[src/shared/acc_regs.svh]
// register offsets, field positions and reset values of the comparator control block
`ifndef ACC_REGS_SVH
`define ACC_REGS_SVH

`define ACC_OFS_MUXREF      12'h000
`define ACC_OFS_CSR         12'h004
`define ACC_OFS_DIGITAL_INPUT_DISABLE_0       12'h008
`define ACC_OFS_IRQ_STATUS  12'h00c
`define ACC_OFS_IRQ_MASK    12'h010

`define ACC_MUXREF_MUX_EN   6
`define ACC_MUXREF_DIV_HI   5
`define ACC_MUXREF_DIV_LO   4

`define ACC_CSR_POWER_OFF   7
`define ACC_CSR_REF_SEL     6
`define ACC_CSR_RESULT      5
`define ACC_CSR_FLAG        4
`define ACC_CSR_IRQ_EN      3
`define ACC_CSR_CAPTURE     2
`define ACC_CSR_EVSEL_HI    1
`define ACC_CSR_EVSEL_LO    0

`define ACC_DIDR_POS_OFF    7
`define ACC_DIDR_NEG_OFF    6

`define ACC_IRQ_BIT         0

`define ACC_EVSEL_TOGGLE    2'h0
`define ACC_EVSEL_RESERVED  2'h1
`define ACC_EVSEL_FALL      2'h2
`define ACC_EVSEL_RISE      2'h3

`define ACC_REFSEL_INTERNAL 2'h3
`define ACC_CHANNEL_MAX     5'h0a

`define ACC_RST_BYTE        8'h00
`define ACC_RST_WORD        32'h0000_0000

`endif

[src/shared/acc_pkg.sv]
// types shared by the comparator control block
package acc_pkg;

   typedef logic [1:0] acc_evsel_t;

   typedef struct packed {
      logic       power_off;
      logic       ref_select;
      logic       irq_enable;
      logic       capture_route;
      acc_evsel_t event_sel;
   } acc_ctl_s;

   typedef struct packed {
      logic       mux_enable;
      logic [1:0] divider;
   } acc_muxref_s;

   typedef struct packed {
      logic       use_mux;
      logic [4:0] channel;
   } acc_pos_sel_s;

   typedef struct packed {
      logic       use_ref;
      logic       ref_valid;
      logic [1:0] divider;
   } acc_neg_sel_s;

   typedef struct packed {
      logic       psel;
      logic       penable;
      logic       pwrite;
      logic [11:0] paddr;
      logic [31:0] pwdata;
   } acc_apb_req_s;

   typedef enum logic [1:0] {
      ACC_APB_IDLE,
      ACC_APB_ACCESS
   } acc_apb_state_e;

endpackage : acc_pkg

[src/hw/acc_sync.sv]
// two-flop synchroniser for the raw comparator output
`timescale 1ns/10ps
module acc_sync (
   input  wire logic clk_sys,
   input  wire logic sys_rst,
   input  wire logic d_raw,
   output logic      q_sync
);

   logic meta_r;
   logic meta_nxt;
   logic sync_r;
   logic sync_nxt;

   always_comb begin
      meta_nxt = d_raw;
      sync_nxt = meta_r;
   end

   always_ff @(posedge clk_sys) begin
      if (sys_rst) begin
         meta_r <= 1'b0;
         sync_r <= 1'b0;
      end else begin
         meta_r <= meta_nxt;
         sync_r <= sync_nxt;
      end
   end

   assign q_sync = sync_r;

endmodule : acc_sync

[src/hw/acc_top.sv]
// analog comparator control, event flag, interrupt and apb register slave
//
// Function
// - result is high while selected positive input exceeds selected negative input
// - raw comparator output is synchronised, two clocks of latency
// - event select: 00 toggle, 01 reserved, 10 falling, 11 rising
// - flag sets when synchronised output shows the selected event
// - flag clears when the processor enters the comparator vector
// - writing one to flag clears it, writing zero leaves it
// - interrupt only while flag, enable and global enable are all set
// - power-off bit switches the comparator off, writable any time
// - capture route on feeds comparator output to timer capture front end
// - capture route off keeps comparator disconnected from timer capture
// - mux enable with converter off selects channel as positive input
// - internal reference select replaces negative pin by internal reference
// - with reference select 11, divider gives full, half, quarter, eighth
// - digital input disable forces pin read to zero and buffer off
`timescale 1ns/10ps
`include "acc_regs.svh"
module acc_top (
   input  wire logic              clk_sys,
   input  wire logic              sys_rst,
   input  wire logic              psel,
   input  wire logic              penable,
   input  wire logic              pwrite,
   input  wire logic [11:0]       paddr,
   input  wire logic [31:0]       pwdata,
   output logic [31:0]            prdata,
   output logic                   pready,
   output logic                   pslverr,
   input  wire logic              cmp_raw,
   input  wire logic              converter_on,
   input  wire logic [4:0]        channel_field,
   input  wire logic [1:0]        reference_select_field,
   input  wire logic              global_irq_enable,
   input  wire logic              vector_ack,
   input  wire logic              positive_pin_level,
   input  wire logic              negative_pin_level,
   output logic                   cmp_power_off,
   output acc_pkg::acc_pos_sel_s  positive_sel,
   output acc_pkg::acc_neg_sel_s  negative_sel,
   output logic                   capture_in,
   output logic                   irq,
   output logic [7:0]             digital_input_off,
   output logic                   positive_pin_read,
   output logic                   negative_pin_read
);

   // request bundle and comparator samples
   acc_pkg::acc_apb_req_s req;
   logic                  cmp_result;
   logic                  prev_r;
   logic                  prev_nxt;
   logic                  evt;

   assign req = '{psel: psel, penable: penable, pwrite: pwrite, paddr: paddr, pwdata: pwdata};

   acc_sync u_sync (
      .clk_sys (clk_sys),
      .sys_rst (sys_rst),
      .d_raw   (cmp_raw),
      .q_sync  (cmp_result)
   );

   // event decode from current and previous sample
   function automatic logic acc_event(input acc_pkg::acc_evsel_t sel, input logic cur, input logic prv);
      logic e;
      e = 1'b0;
      unique case (sel)
         `ACC_EVSEL_TOGGLE:   e = cur ^ prv;
         `ACC_EVSEL_RESERVED: e = 1'b0;
         `ACC_EVSEL_FALL:     e = prv & ~cur;
         `ACC_EVSEL_RISE:     e = cur & ~prv;
      endcase
      return e;
   endfunction : acc_event

   // address match
   function automatic logic acc_hit(input logic [11:0] a, input logic [11:0] ofs);
      return a == ofs;
   endfunction : acc_hit

   // ------------------------------------------------------------ apb slave
   acc_pkg::acc_apb_state_e st_r;
   acc_pkg::acc_apb_state_e st_nxt;
   logic [31:0]             prdata_r;
   logic [31:0]             prdata_nxt;
   logic                    pready_r;
   logic                    pready_nxt;
   logic                    pslverr_r;
   logic                    pslverr_nxt;
   logic                    wr_en;
   logic                    wr_csr;
   logic                    wr_muxref;
   logic                    wr_didr;
   logic                    wr_istat;
   logic                    wr_imask;
   logic                    mapped;

   acc_pkg::acc_ctl_s       ctl_r;
   acc_pkg::acc_ctl_s       ctl_nxt;
   acc_pkg::acc_muxref_s    mref_r;
   acc_pkg::acc_muxref_s    mref_nxt;
   logic [7:0]              didr_r;
   logic [7:0]              didr_nxt;
   logic                    flag_r;
   logic                    flag_nxt;
   logic [7:0]              csr_rd;
   logic [7:0]              mref_rd;

   assign mapped = acc_hit(req.paddr, `ACC_OFS_MUXREF) | acc_hit(req.paddr, `ACC_OFS_CSR) |
                   acc_hit(req.paddr, `ACC_OFS_DIGITAL_INPUT_DISABLE_0) | acc_hit(req.paddr, `ACC_OFS_IRQ_STATUS) |
                   acc_hit(req.paddr, `ACC_OFS_IRQ_MASK);

   assign wr_en     = req.psel & req.penable & pready_r & req.pwrite & ~pslverr_r;
   assign wr_csr    = wr_en & acc_hit(req.paddr, `ACC_OFS_CSR);
   assign wr_muxref = wr_en & acc_hit(req.paddr, `ACC_OFS_MUXREF);
   assign wr_didr   = wr_en & acc_hit(req.paddr, `ACC_OFS_DIGITAL_INPUT_DISABLE_0);
   assign wr_istat  = wr_en & acc_hit(req.paddr, `ACC_OFS_IRQ_STATUS);
   assign wr_imask  = wr_en & acc_hit(req.paddr, `ACC_OFS_IRQ_MASK);

   always_comb begin
      csr_rd = `ACC_RST_BYTE;
      csr_rd[`ACC_CSR_POWER_OFF] = ctl_r.power_off;
      csr_rd[`ACC_CSR_REF_SEL]   = ctl_r.ref_select;
      csr_rd[`ACC_CSR_RESULT]    = cmp_result;
      csr_rd[`ACC_CSR_FLAG]      = flag_r;
      csr_rd[`ACC_CSR_IRQ_EN]    = ctl_r.irq_enable;
      csr_rd[`ACC_CSR_CAPTURE]   = ctl_r.capture_route;
      csr_rd[`ACC_CSR_EVSEL_HI]  = ctl_r.event_sel[1];
      csr_rd[`ACC_CSR_EVSEL_LO]  = ctl_r.event_sel[0];
      mref_rd = `ACC_RST_BYTE;
      mref_rd[`ACC_MUXREF_MUX_EN] = mref_r.mux_enable;
      mref_rd[`ACC_MUXREF_DIV_HI] = mref_r.divider[1];
      mref_rd[`ACC_MUXREF_DIV_LO] = mref_r.divider[0];
   end

   // answer one cycle after setup, read data taken at setup
   always_comb begin
      st_nxt      = st_r;
      pready_nxt  = 1'b0;
      pslverr_nxt = 1'b0;
      prdata_nxt  = prdata_r;
      unique case (st_r)
         acc_pkg::ACC_APB_IDLE: begin
            if (req.psel & ~req.penable) begin
               st_nxt      = acc_pkg::ACC_APB_ACCESS;
               pready_nxt  = 1'b1;
               pslverr_nxt = ~mapped;
               prdata_nxt  = `ACC_RST_WORD;
               if (acc_hit(req.paddr, `ACC_OFS_CSR)) begin
                  prdata_nxt[7:0] = csr_rd;
               end else if (acc_hit(req.paddr, `ACC_OFS_MUXREF)) begin
                  prdata_nxt[7:0] = mref_rd;
               end else if (acc_hit(req.paddr, `ACC_OFS_DIGITAL_INPUT_DISABLE_0)) begin
                  prdata_nxt[7:0] = didr_r;
               end else if (acc_hit(req.paddr, `ACC_OFS_IRQ_STATUS)) begin
                  prdata_nxt[`ACC_IRQ_BIT] = flag_r;
               end else if (acc_hit(req.paddr, `ACC_OFS_IRQ_MASK)) begin
                  prdata_nxt[`ACC_IRQ_BIT] = ctl_r.irq_enable;
               end
            end
         end
         acc_pkg::ACC_APB_ACCESS: begin
            st_nxt = acc_pkg::ACC_APB_IDLE;
         end
      endcase
   end

   always_ff @(posedge clk_sys) begin
      if (sys_rst) begin
         st_r      <= acc_pkg::ACC_APB_IDLE;
         prdata_r  <= `ACC_RST_WORD;
         pready_r  <= 1'b0;
         pslverr_r <= 1'b0;
      end else begin
         st_r      <= st_nxt;
         prdata_r  <= prdata_nxt;
         pready_r  <= pready_nxt;
         pslverr_r <= pslverr_nxt;
      end
   end

   assign prdata  = prdata_r;
   assign pready  = pready_r;
   assign pslverr = pslverr_r;

   // ------------------------------------------------------------ control registers
   always_comb begin
      ctl_nxt  = ctl_r;
      mref_nxt = mref_r;
      didr_nxt = didr_r;
      if (wr_csr) begin
         ctl_nxt.power_off     = req.pwdata[`ACC_CSR_POWER_OFF];
         ctl_nxt.ref_select    = req.pwdata[`ACC_CSR_REF_SEL];
         ctl_nxt.irq_enable    = req.pwdata[`ACC_CSR_IRQ_EN];
         ctl_nxt.capture_route = req.pwdata[`ACC_CSR_CAPTURE];
         ctl_nxt.event_sel     = req.pwdata[`ACC_CSR_EVSEL_HI:`ACC_CSR_EVSEL_LO];
      end
      if (wr_imask) begin
         ctl_nxt.irq_enable = req.pwdata[`ACC_IRQ_BIT];
      end
      if (wr_muxref) begin
         mref_nxt.mux_enable = req.pwdata[`ACC_MUXREF_MUX_EN];
         mref_nxt.divider    = req.pwdata[`ACC_MUXREF_DIV_HI:`ACC_MUXREF_DIV_LO];
      end
      if (wr_didr) begin
         didr_nxt = req.pwdata[7:0];
      end
   end

   // ------------------------------------------------------------ event flag
   assign evt = acc_event(ctl_r.event_sel, cmp_result, prev_r);

   always_comb begin
      prev_nxt = cmp_result;
      flag_nxt = flag_r;
      if (vector_ack) begin
         flag_nxt = 1'b0;
      end
      if ((wr_csr & req.pwdata[`ACC_CSR_FLAG]) | (wr_istat & req.pwdata[`ACC_IRQ_BIT])) begin
         flag_nxt = 1'b0;
      end
      if (evt) begin
         flag_nxt = 1'b1;
      end
   end

   always_ff @(posedge clk_sys) begin
      if (sys_rst) begin
         ctl_r  <= '0;
         mref_r <= '0;
         didr_r <= `ACC_RST_BYTE;
         flag_r <= 1'b0;
         prev_r <= 1'b0;
      end else begin
         ctl_r  <= ctl_nxt;
         mref_r <= mref_nxt;
         didr_r <= didr_nxt;
         flag_r <= flag_nxt;
         prev_r <= prev_nxt;
      end
   end

   // ------------------------------------------------------------ registered outputs
   acc_pkg::acc_pos_sel_s pos_r;
   acc_pkg::acc_pos_sel_s pos_nxt;
   acc_pkg::acc_neg_sel_s neg_r;
   acc_pkg::acc_neg_sel_s neg_nxt;
   logic                  irq_r;
   logic                  irq_nxt;
   logic                  cap_r;
   logic                  cap_nxt;
   logic                  poff_r;
   logic                  poff_nxt;
   logic                  pos_rd_r;
   logic                  pos_rd_nxt;
   logic                  neg_rd_r;
   logic                  neg_rd_nxt;
   logic [7:0]            dio_r;
   logic [7:0]            dio_nxt;

   always_comb begin
      irq_nxt         = flag_r & ctl_r.irq_enable & global_irq_enable;
      cap_nxt         = ctl_r.capture_route & cmp_result;
      poff_nxt        = ctl_r.power_off;
      pos_nxt.use_mux = mref_r.mux_enable & ~converter_on;
      pos_nxt.channel = channel_field;
      neg_nxt.use_ref   = ctl_r.ref_select;
      neg_nxt.ref_valid = reference_select_field == `ACC_REFSEL_INTERNAL;
      neg_nxt.divider   = mref_r.divider;
      dio_nxt    = didr_r;
      pos_rd_nxt = positive_pin_level & ~didr_r[`ACC_DIDR_POS_OFF];
      neg_rd_nxt = negative_pin_level & ~didr_r[`ACC_DIDR_NEG_OFF];
   end

   always_ff @(posedge clk_sys) begin
      if (sys_rst) begin
         irq_r    <= 1'b0;
         cap_r    <= 1'b0;
         poff_r   <= 1'b0;
         pos_r    <= '0;
         neg_r    <= '0;
         dio_r    <= `ACC_RST_BYTE;
         pos_rd_r <= 1'b0;
         neg_rd_r <= 1'b0;
      end else begin
         irq_r    <= irq_nxt;
         cap_r    <= cap_nxt;
         poff_r   <= poff_nxt;
         pos_r    <= pos_nxt;
         neg_r    <= neg_nxt;
         dio_r    <= dio_nxt;
         pos_rd_r <= pos_rd_nxt;
         neg_rd_r <= neg_rd_nxt;
      end
   end

   assign irq               = irq_r;
   assign capture_in        = cap_r;
   assign cmp_power_off     = poff_r;
   assign positive_sel      = pos_r;
   assign negative_sel      = neg_r;
   assign digital_input_off = dio_r;
   assign positive_pin_read = pos_rd_r;
   assign negative_pin_read = neg_rd_r;
endmodule : acc_top

[config.mk]
export PLATFORM = sky130hd
export DESIGN_NAME = acc_top
export DESIGN_NICKNAME = d
export VERILOG_FILES = /design/src/shared/acc_pkg.sv /design/src/hw/acc_sync.sv /design/src/hw/acc_top.sv
export VERILOG_INCLUDE_DIRS = /design/src /design/src/shared
export SDC_FILE = /design/constraint.sdc
export NUM_CORES = 1
export LEC_CHECK = 0
export ABC_AREA = 1
export ABC_CLOCK_PERIOD_IN_PS = 1350
export BUFFER_PORTS_ARGS = -buffer_cell sky130_fd_sc_hd__buf_2
export CAP_MARGIN = 0
export CORE_ASPECT_RATIO = 1.25
export CORE_UTILIZATION = 24
export DETAILED_ROUTE_END_ITERATION = 12
export PLACE_DENSITY_LB_ADDON = 0.3
export SLEW_MARGIN = 10
export SYNTH_ARGS = -nofsm -noshare
export SYNTH_HDL_FRONTEND = slang
export SYNTH_SLANG_ARGS = --single-unit
[constraint.sdc]
create_clock -name clk_sys -period 1.35 [get_ports clk_sys]
set_input_delay 0.2025 -clock clk_sys [delete_from_list [all_inputs] [get_ports clk_sys]]
set_output_delay 0.2025 -clock clk_sys [all_outputs]
set_load 0.02 [all_outputs]
# Word-level counts from Yosys, hierarchy flattened
# Cells that the tools add are included.
# word_totals
ff_bits	56
inputBits	62
elab_cells	96
output_inout_bits	57
# op_classes
eq_ne	10
n_bitwise	36
muxes	15
reduce_logical	8
# ops
cell	n
$eq 12x4->1 const B	2
$and 1x1->1	20
$mux 8	2
$eq 12x3->1 const B	1
$eq 12x5->1 const B	1
$logic_not 12->1	1
$not 1->1	10
$mux 1	8
$mux 7	1
$eq 2x2->1 const B	3
$or 1x1->1	5
$eq 2x1->1 const B	2
$logic_not 2->1	2
$mux 4	1
$pmux 1 s4	1
$pmux 2 s2	1
$reduce_bool 3->1	1
$reduce_or 3->1	1
$mux 2	1
$ne 2x2->1 const B	1
$reduce_and 2->1	1
$reduce_bool 2->1	1
$reduce_or 2->1	1
$xor 1x1->1	1

# Logic depth before layout (Yosys ltp)
# logic_depth
ltp_word	9
depth_mapped	8
ltp_nobuf	8

# Modules after synthesis
# Synthesis repeated with hierarchy kept, for this count alone.
# hier_totals
cells_unflattened	315
hier_area_um2	2444.8
# by_module_without_submodules
module	instances	cells_per_inst	area_per_inst_um2
acc_top	1	309	2389.8
acc_sync	1	6	55.1

# Worst setup path before layout
# OpenSTA, ideal clock, no wires.
# synth_path
kind	register to register
startpoint	register pready_r (netlist: pready)
endpoint	register didr_r[7]
arrival_time_ps	1188
t_required_ps	1233
synth_period_minus_slack_ps	1305
setup_ps	117
stages_incl_launch_ff	7
setup_slack_ps	45
path_cell_list	dfxtp_1 > nand2_1 > nor2_4 > nand3_4 > buf_6 > o21ai_2 > a21oi_2
# synth_via
elab_chain_cells	4
# synth_lines
item	line_no	source
from (decl)	acc_top.sv:88	logic pready_r;
from (signal assigned)	acc_top.sv:179	pready_r <= pready_nxt;
$and 1x1->1 (3 in a row)	acc_top.sv:115	assign wr_en = req.psel & req.penable & pready_r & req.pwrite & ~pslverr_r;
$and 1x1->1	acc_top.sv:118	assign wr_didr = wr_en & acc_hit(req.paddr, `ACC_OFS_DIGITAL_INPUT_DISABLE_0);
to (signal assigned)	acc_top.sv:233	didr_r <= `ACC_RST_BYTE;
to (signal assigned)	acc_top.sv:239	didr_r <= didr_nxt;
to (decl)	acc_top.sv:104	logic [7:0] didr_r;
# No other way between the ends.
# A chain may end at the register's enable or synchronous reset.

# Worst setup path after layout
# layout_path
startpoint	register pslverr_r (netlist: pslverr)
endpoint	register didr_r[2]
# layout_via
elab_chain_cells	3
# layout_lines
item	line_no	source
from (decl)	acc_top.sv:90	logic pslverr_r;
from (signal assigned)	acc_top.sv:180	pslverr_r <= pslverr_nxt;
$not 1->1	acc_top.sv:115	
$and 1x1->1	acc_top.sv:115	
$and 1x1->1	acc_top.sv:118	
# No other way between the ends.

==> results <==
- The run finished with clean final reports.
- Across the VDD grid, the largest voltage drop is 0.421 mV.
- The share of cells above drive strength 1 is 0.323.
- The most instantiated flip-flop cell in the synthesis netlist is sky130_fd_sc_hd__dfxtp_1.
- The routed via count is 2,115.
- Counting every instance in the synthesized netlist gives 309.
- The leakage power is 1.52 nW.
- The filler cell count is 1,077.
- Static timing analysis puts the maximum clock frequency at 0.800 GHz.
- The path class of the tightest hold or removal check is input port to flip-flop.
- 0 antenna diodes ended up in the layout.
- The signal on the critical path passes through inv_1 > nand2_1 > nor2_4 > nand3_4 > buf_4 > a21oi_1.
- The detailed-route wire length per cell is 11.5 µm.
- Routability-driven placement finished with a final weighted congestion of 0.817.
- The number of enable flip-flop cells after synthesis is 0.
- Entering global routing, the biggest net connects 20 pins.
- The clock tree synthesis step divided the H-tree into 2 levels.
- In this run the power density over the cells is 1140 mW/mm².
- After global routing the overflow that remains totals 0.
- The register area share after synthesis is 0.451.
- The minimum period implied by the final worst setup slack is 1250 ps.
- In the global route stage, overall resource usage came out at 0.119.
- The number of buffers on the longest clock path is 2.
- After synthesis, the netlist uses 31 different library cells.
- Clock-pin slew was measured on the worst setup and hold paths at 70 ps.
- The count of buffers added on input and output ports is 70.
- The floorplan step defined a die boundary enclosing 0.0106 mm².
- STA classifies the critical path endpoint as a flip-flop.
- Setup repair after global routing could not meet its margin everywhere.
- The core region is 0.00976 mm².
- The number of max-slew violations in the final report is 0.
- The initial utilization of the core area, before any placement, comes to 0.250.
- The via count of the first global-routing pass is 2,026.
- For the worst-skew pair, the clock arrives at the later sink with an insertion delay of 290 ps.
- The flip-flop and latch count after synthesis is 55.
- Measured along the y axis, the die boundary spans 115 µm.
- After synthesis, the share of flip-flops with an asynchronous set or reset is 0.
- From synthesis to final layout, the design area changed by 27.5%.
- The netlist area before placement is 0.00244 mm².
- The type of element launching the critical path is a flip-flop.
- The largest single stage delay on the critical path is 310 ps.
- The worst setup path is of the flip-flop to flip-flop kind.
- In this run the worst path has a maximum fanout of 14.
- The total clock buffers created by CTS is 5.
- The chip width is 92.2 µm.
- For this design, the slowest cell found on the critical path is sky130_fd_sc_hd__dfxtp_1.
- Max-cap violations in this run came to 0.
- The first global-routing pass estimated 9.66 mm of wire.
- The hold violation count in the final report was 0.
- STA puts the critical path data arrival time at 1480 ps.
- The mean instance size in the synthesized netlist is 7.90 µm².
- The cell family contributing the most delay on the critical path is simple AND/OR/NAND/NOR gates.
- The routed wire length is 6.00 mm.
- In the finished design, the share of the clock period the worst path needs comes to 0.926.
- The clock tree from TritonCTS is built.
- The clock tree root buffer cell is sky130_fd_sc_hd__clkbuf_16.
- The residual DRC count is 0.
- The utilization after layout is 0.319.
- The number of antenna violations at the first check in global routing is 0.
- The HPWL after detailed placement is 4.70 mm.
- In this run the remaining antenna-violating nets after routing total 0.
- Between clock sinks in the finished design, the worst skew comes to 4.14 ps.
- The number of placed I/O pins is 119.
- The floorplan row count is 40.
- Using the TritonRoute via totals, the vias-per-cell ratio works out to 4.05.
- The final-layout worst hold slack is 74.0 ps.
- The first routing iteration left 56 violations.
- The total number of yosys warnings is 0.
- The count of TritonRoute iterations in the first routing pass is 6.
- Setup violations remaining at the end of the flow were counted as 0.
- The number of hold buffers added after CTS was 0.
- The count of buffer and inverter cells on the critical path is 2.
- Data on the critical path is required at its endpoint by 1580 ps.
- The net count reported at finish is 459.
- The clock net in this run drives a total of 55 sinks.
-- sequential cells by signal, summed over array words and instances (netlist names), 3 cells and up --
signal	cells
didr_r	8
digital_input_off	8
prdata	8
positive_sel	6
csr_rd	5
negative_sel	4
mref_r	3
-- cell families (layout without fill, tap and decap cells) --
group	count (synthesis)	in the layout	share of synthesized area
other	1	24	0.00154
AO/OA/AOI/OAI	47	47	0.109
AND/OR/NAND/NOR	128	128	0.266
buffers and inverters	76	140	0.162
flip-flops	55	55	0.451
adder cells (fa/ha/maj)	2	2	0.0102
-- power breakdown --
part           internal, mW  switching (mW)  leakage (nW)
combinational         0.116           0.247         0.984
clock                 0.923           0.579        0.0868
sequential             1.66          0.0149         0.447
-- path summary, 6_finish.rpt --
| kind | startpoint | end | slack, ps | depth (start not counted) |
|---|---|---|---|---|
| min | converter_on | positive_sel[5] | 70 | 2 |
| max | pslverr | didr_r[2] | 100 | 6 |
| max reg2reg | pslverr | didr_r[2] | 100 | 6 |
| min reg2reg | u_sync.meta_r | u_sync.q_sync | 410 | 2 |
-- through the flow --
stage / setup WS (ps) / total power, mW / TNS, ps / area [µm²] / std cells
2_1_floorplan: 44.6 / 1.98 / 0 / 2530 / 332
3_3_place_gp: -21.8 / 2.07 / -115 / 2930 / 513
3_5_place_dp: -48.3 / 2.07 / -311 / 2930 / 513
4_1_cts: 49.3 / 3.59 / 0 / 3110 / 521
5_1_grt: -20.9 / 3.68 / -20.9 / 3110 / 522
6_report: 100 / 3.54 / 0 / 3110 / 522
-- cell usage in the layout, fill, tap and decap left out, drive strengths merged --
| cell | n |
|---|---|
| o21ai | 27 |
| conb | 24 |
| nor2 | 66 |
| dfxtp | 55 |
| a21oi | 17 |
| nand4 | 5 |
| nand3 | 26 |
| nor3 | 3 |
| buf | 88 |
| clkinv | 2 |
| o211ai | 1 |
| ha | 2 |
| nand2 | 28 |
| a211oi | 1 |
| bufinv | 1 |
| o22ai | 1 |
| clkbuf | 6 |
| inv | 43 |
-- what timing repair did --
| action | 4_1_cts | 5_1_grt |
|---|---|---|
| endpoints found under the setup margin | 0 | 8 |
| resized for setup | 0 | 1 |
| setup buffers | 0 | 1 |
-- Yosys cell counts, types with 2 or more instances --
| cell type | number | area (µm²) |
|---|---|---|
| sky130_fd_sc_hd__a21oi_1 | 14 | 70.1 |
| sky130_fd_sc_hd__a21oi_2 | 3 | 26.3 |
| sky130_fd_sc_hd__buf_1 | 3 | 11.3 |
| sky130_fd_sc_hd__buf_2 | 2 | 10.0 |
| sky130_fd_sc_hd__buf_4 | 24 | 180 |
| sky130_fd_sc_hd__dfxtp_1 | 55 | 1100 |
| sky130_fd_sc_hd__ha_1 | 2 | 25.0 |
| sky130_fd_sc_hd__inv_1 | 38 | 143 |
| sky130_fd_sc_hd__inv_2 | 5 | 18.8 |
| sky130_fd_sc_hd__nand2_1 | 20 | 75.1 |
| sky130_fd_sc_hd__nand2_2 | 8 | 50.1 |
| sky130_fd_sc_hd__nand3_1 | 21 | 105 |
| sky130_fd_sc_hd__nand3_2 | 4 | 40.0 |
| sky130_fd_sc_hd__nand4_1 | 5 | 31.3 |
| sky130_fd_sc_hd__nor2_1 | 58 | 218 |
| sky130_fd_sc_hd__nor2_2 | 2 | 12.5 |
| sky130_fd_sc_hd__nor2_4 | 4 | 45.0 |
| sky130_fd_sc_hd__nor2_8 | 2 | 40.0 |
| sky130_fd_sc_hd__nor3_1 | 3 | 15.0 |
| sky130_fd_sc_hd__o21ai_0 | 14 | 70.1 |
| sky130_fd_sc_hd__o21ai_1 | 11 | 55.1 |
| sky130_fd_sc_hd__o21ai_2 | 2 | 17.5 |
-- area by class of cell --
cell class | count | area (µm²) | share of cell area
sequential | 55 | 1100 | 0.354
multi-input combinational | 201 | 1030 | 0.331
timing repair buffer | 88 | 485 | 0.156
inverter | 44 | 165 | 0.0531
tap | 126 | 158 | 0.0506
clock buffer | 6 | 139 | 0.0446
clock inverter | 2 | 35.0 | 0.0113
-- layer usage --
layer  up-vias  GRT usage  wire (µm)
met5         -          0          0
li1       1092          -          -
met1       930      0.135       2600
met2        84      0.205       2870
met4         0     0.0667        163
met3         9     0.0284        375
Power figures use the tool's default switching activity.
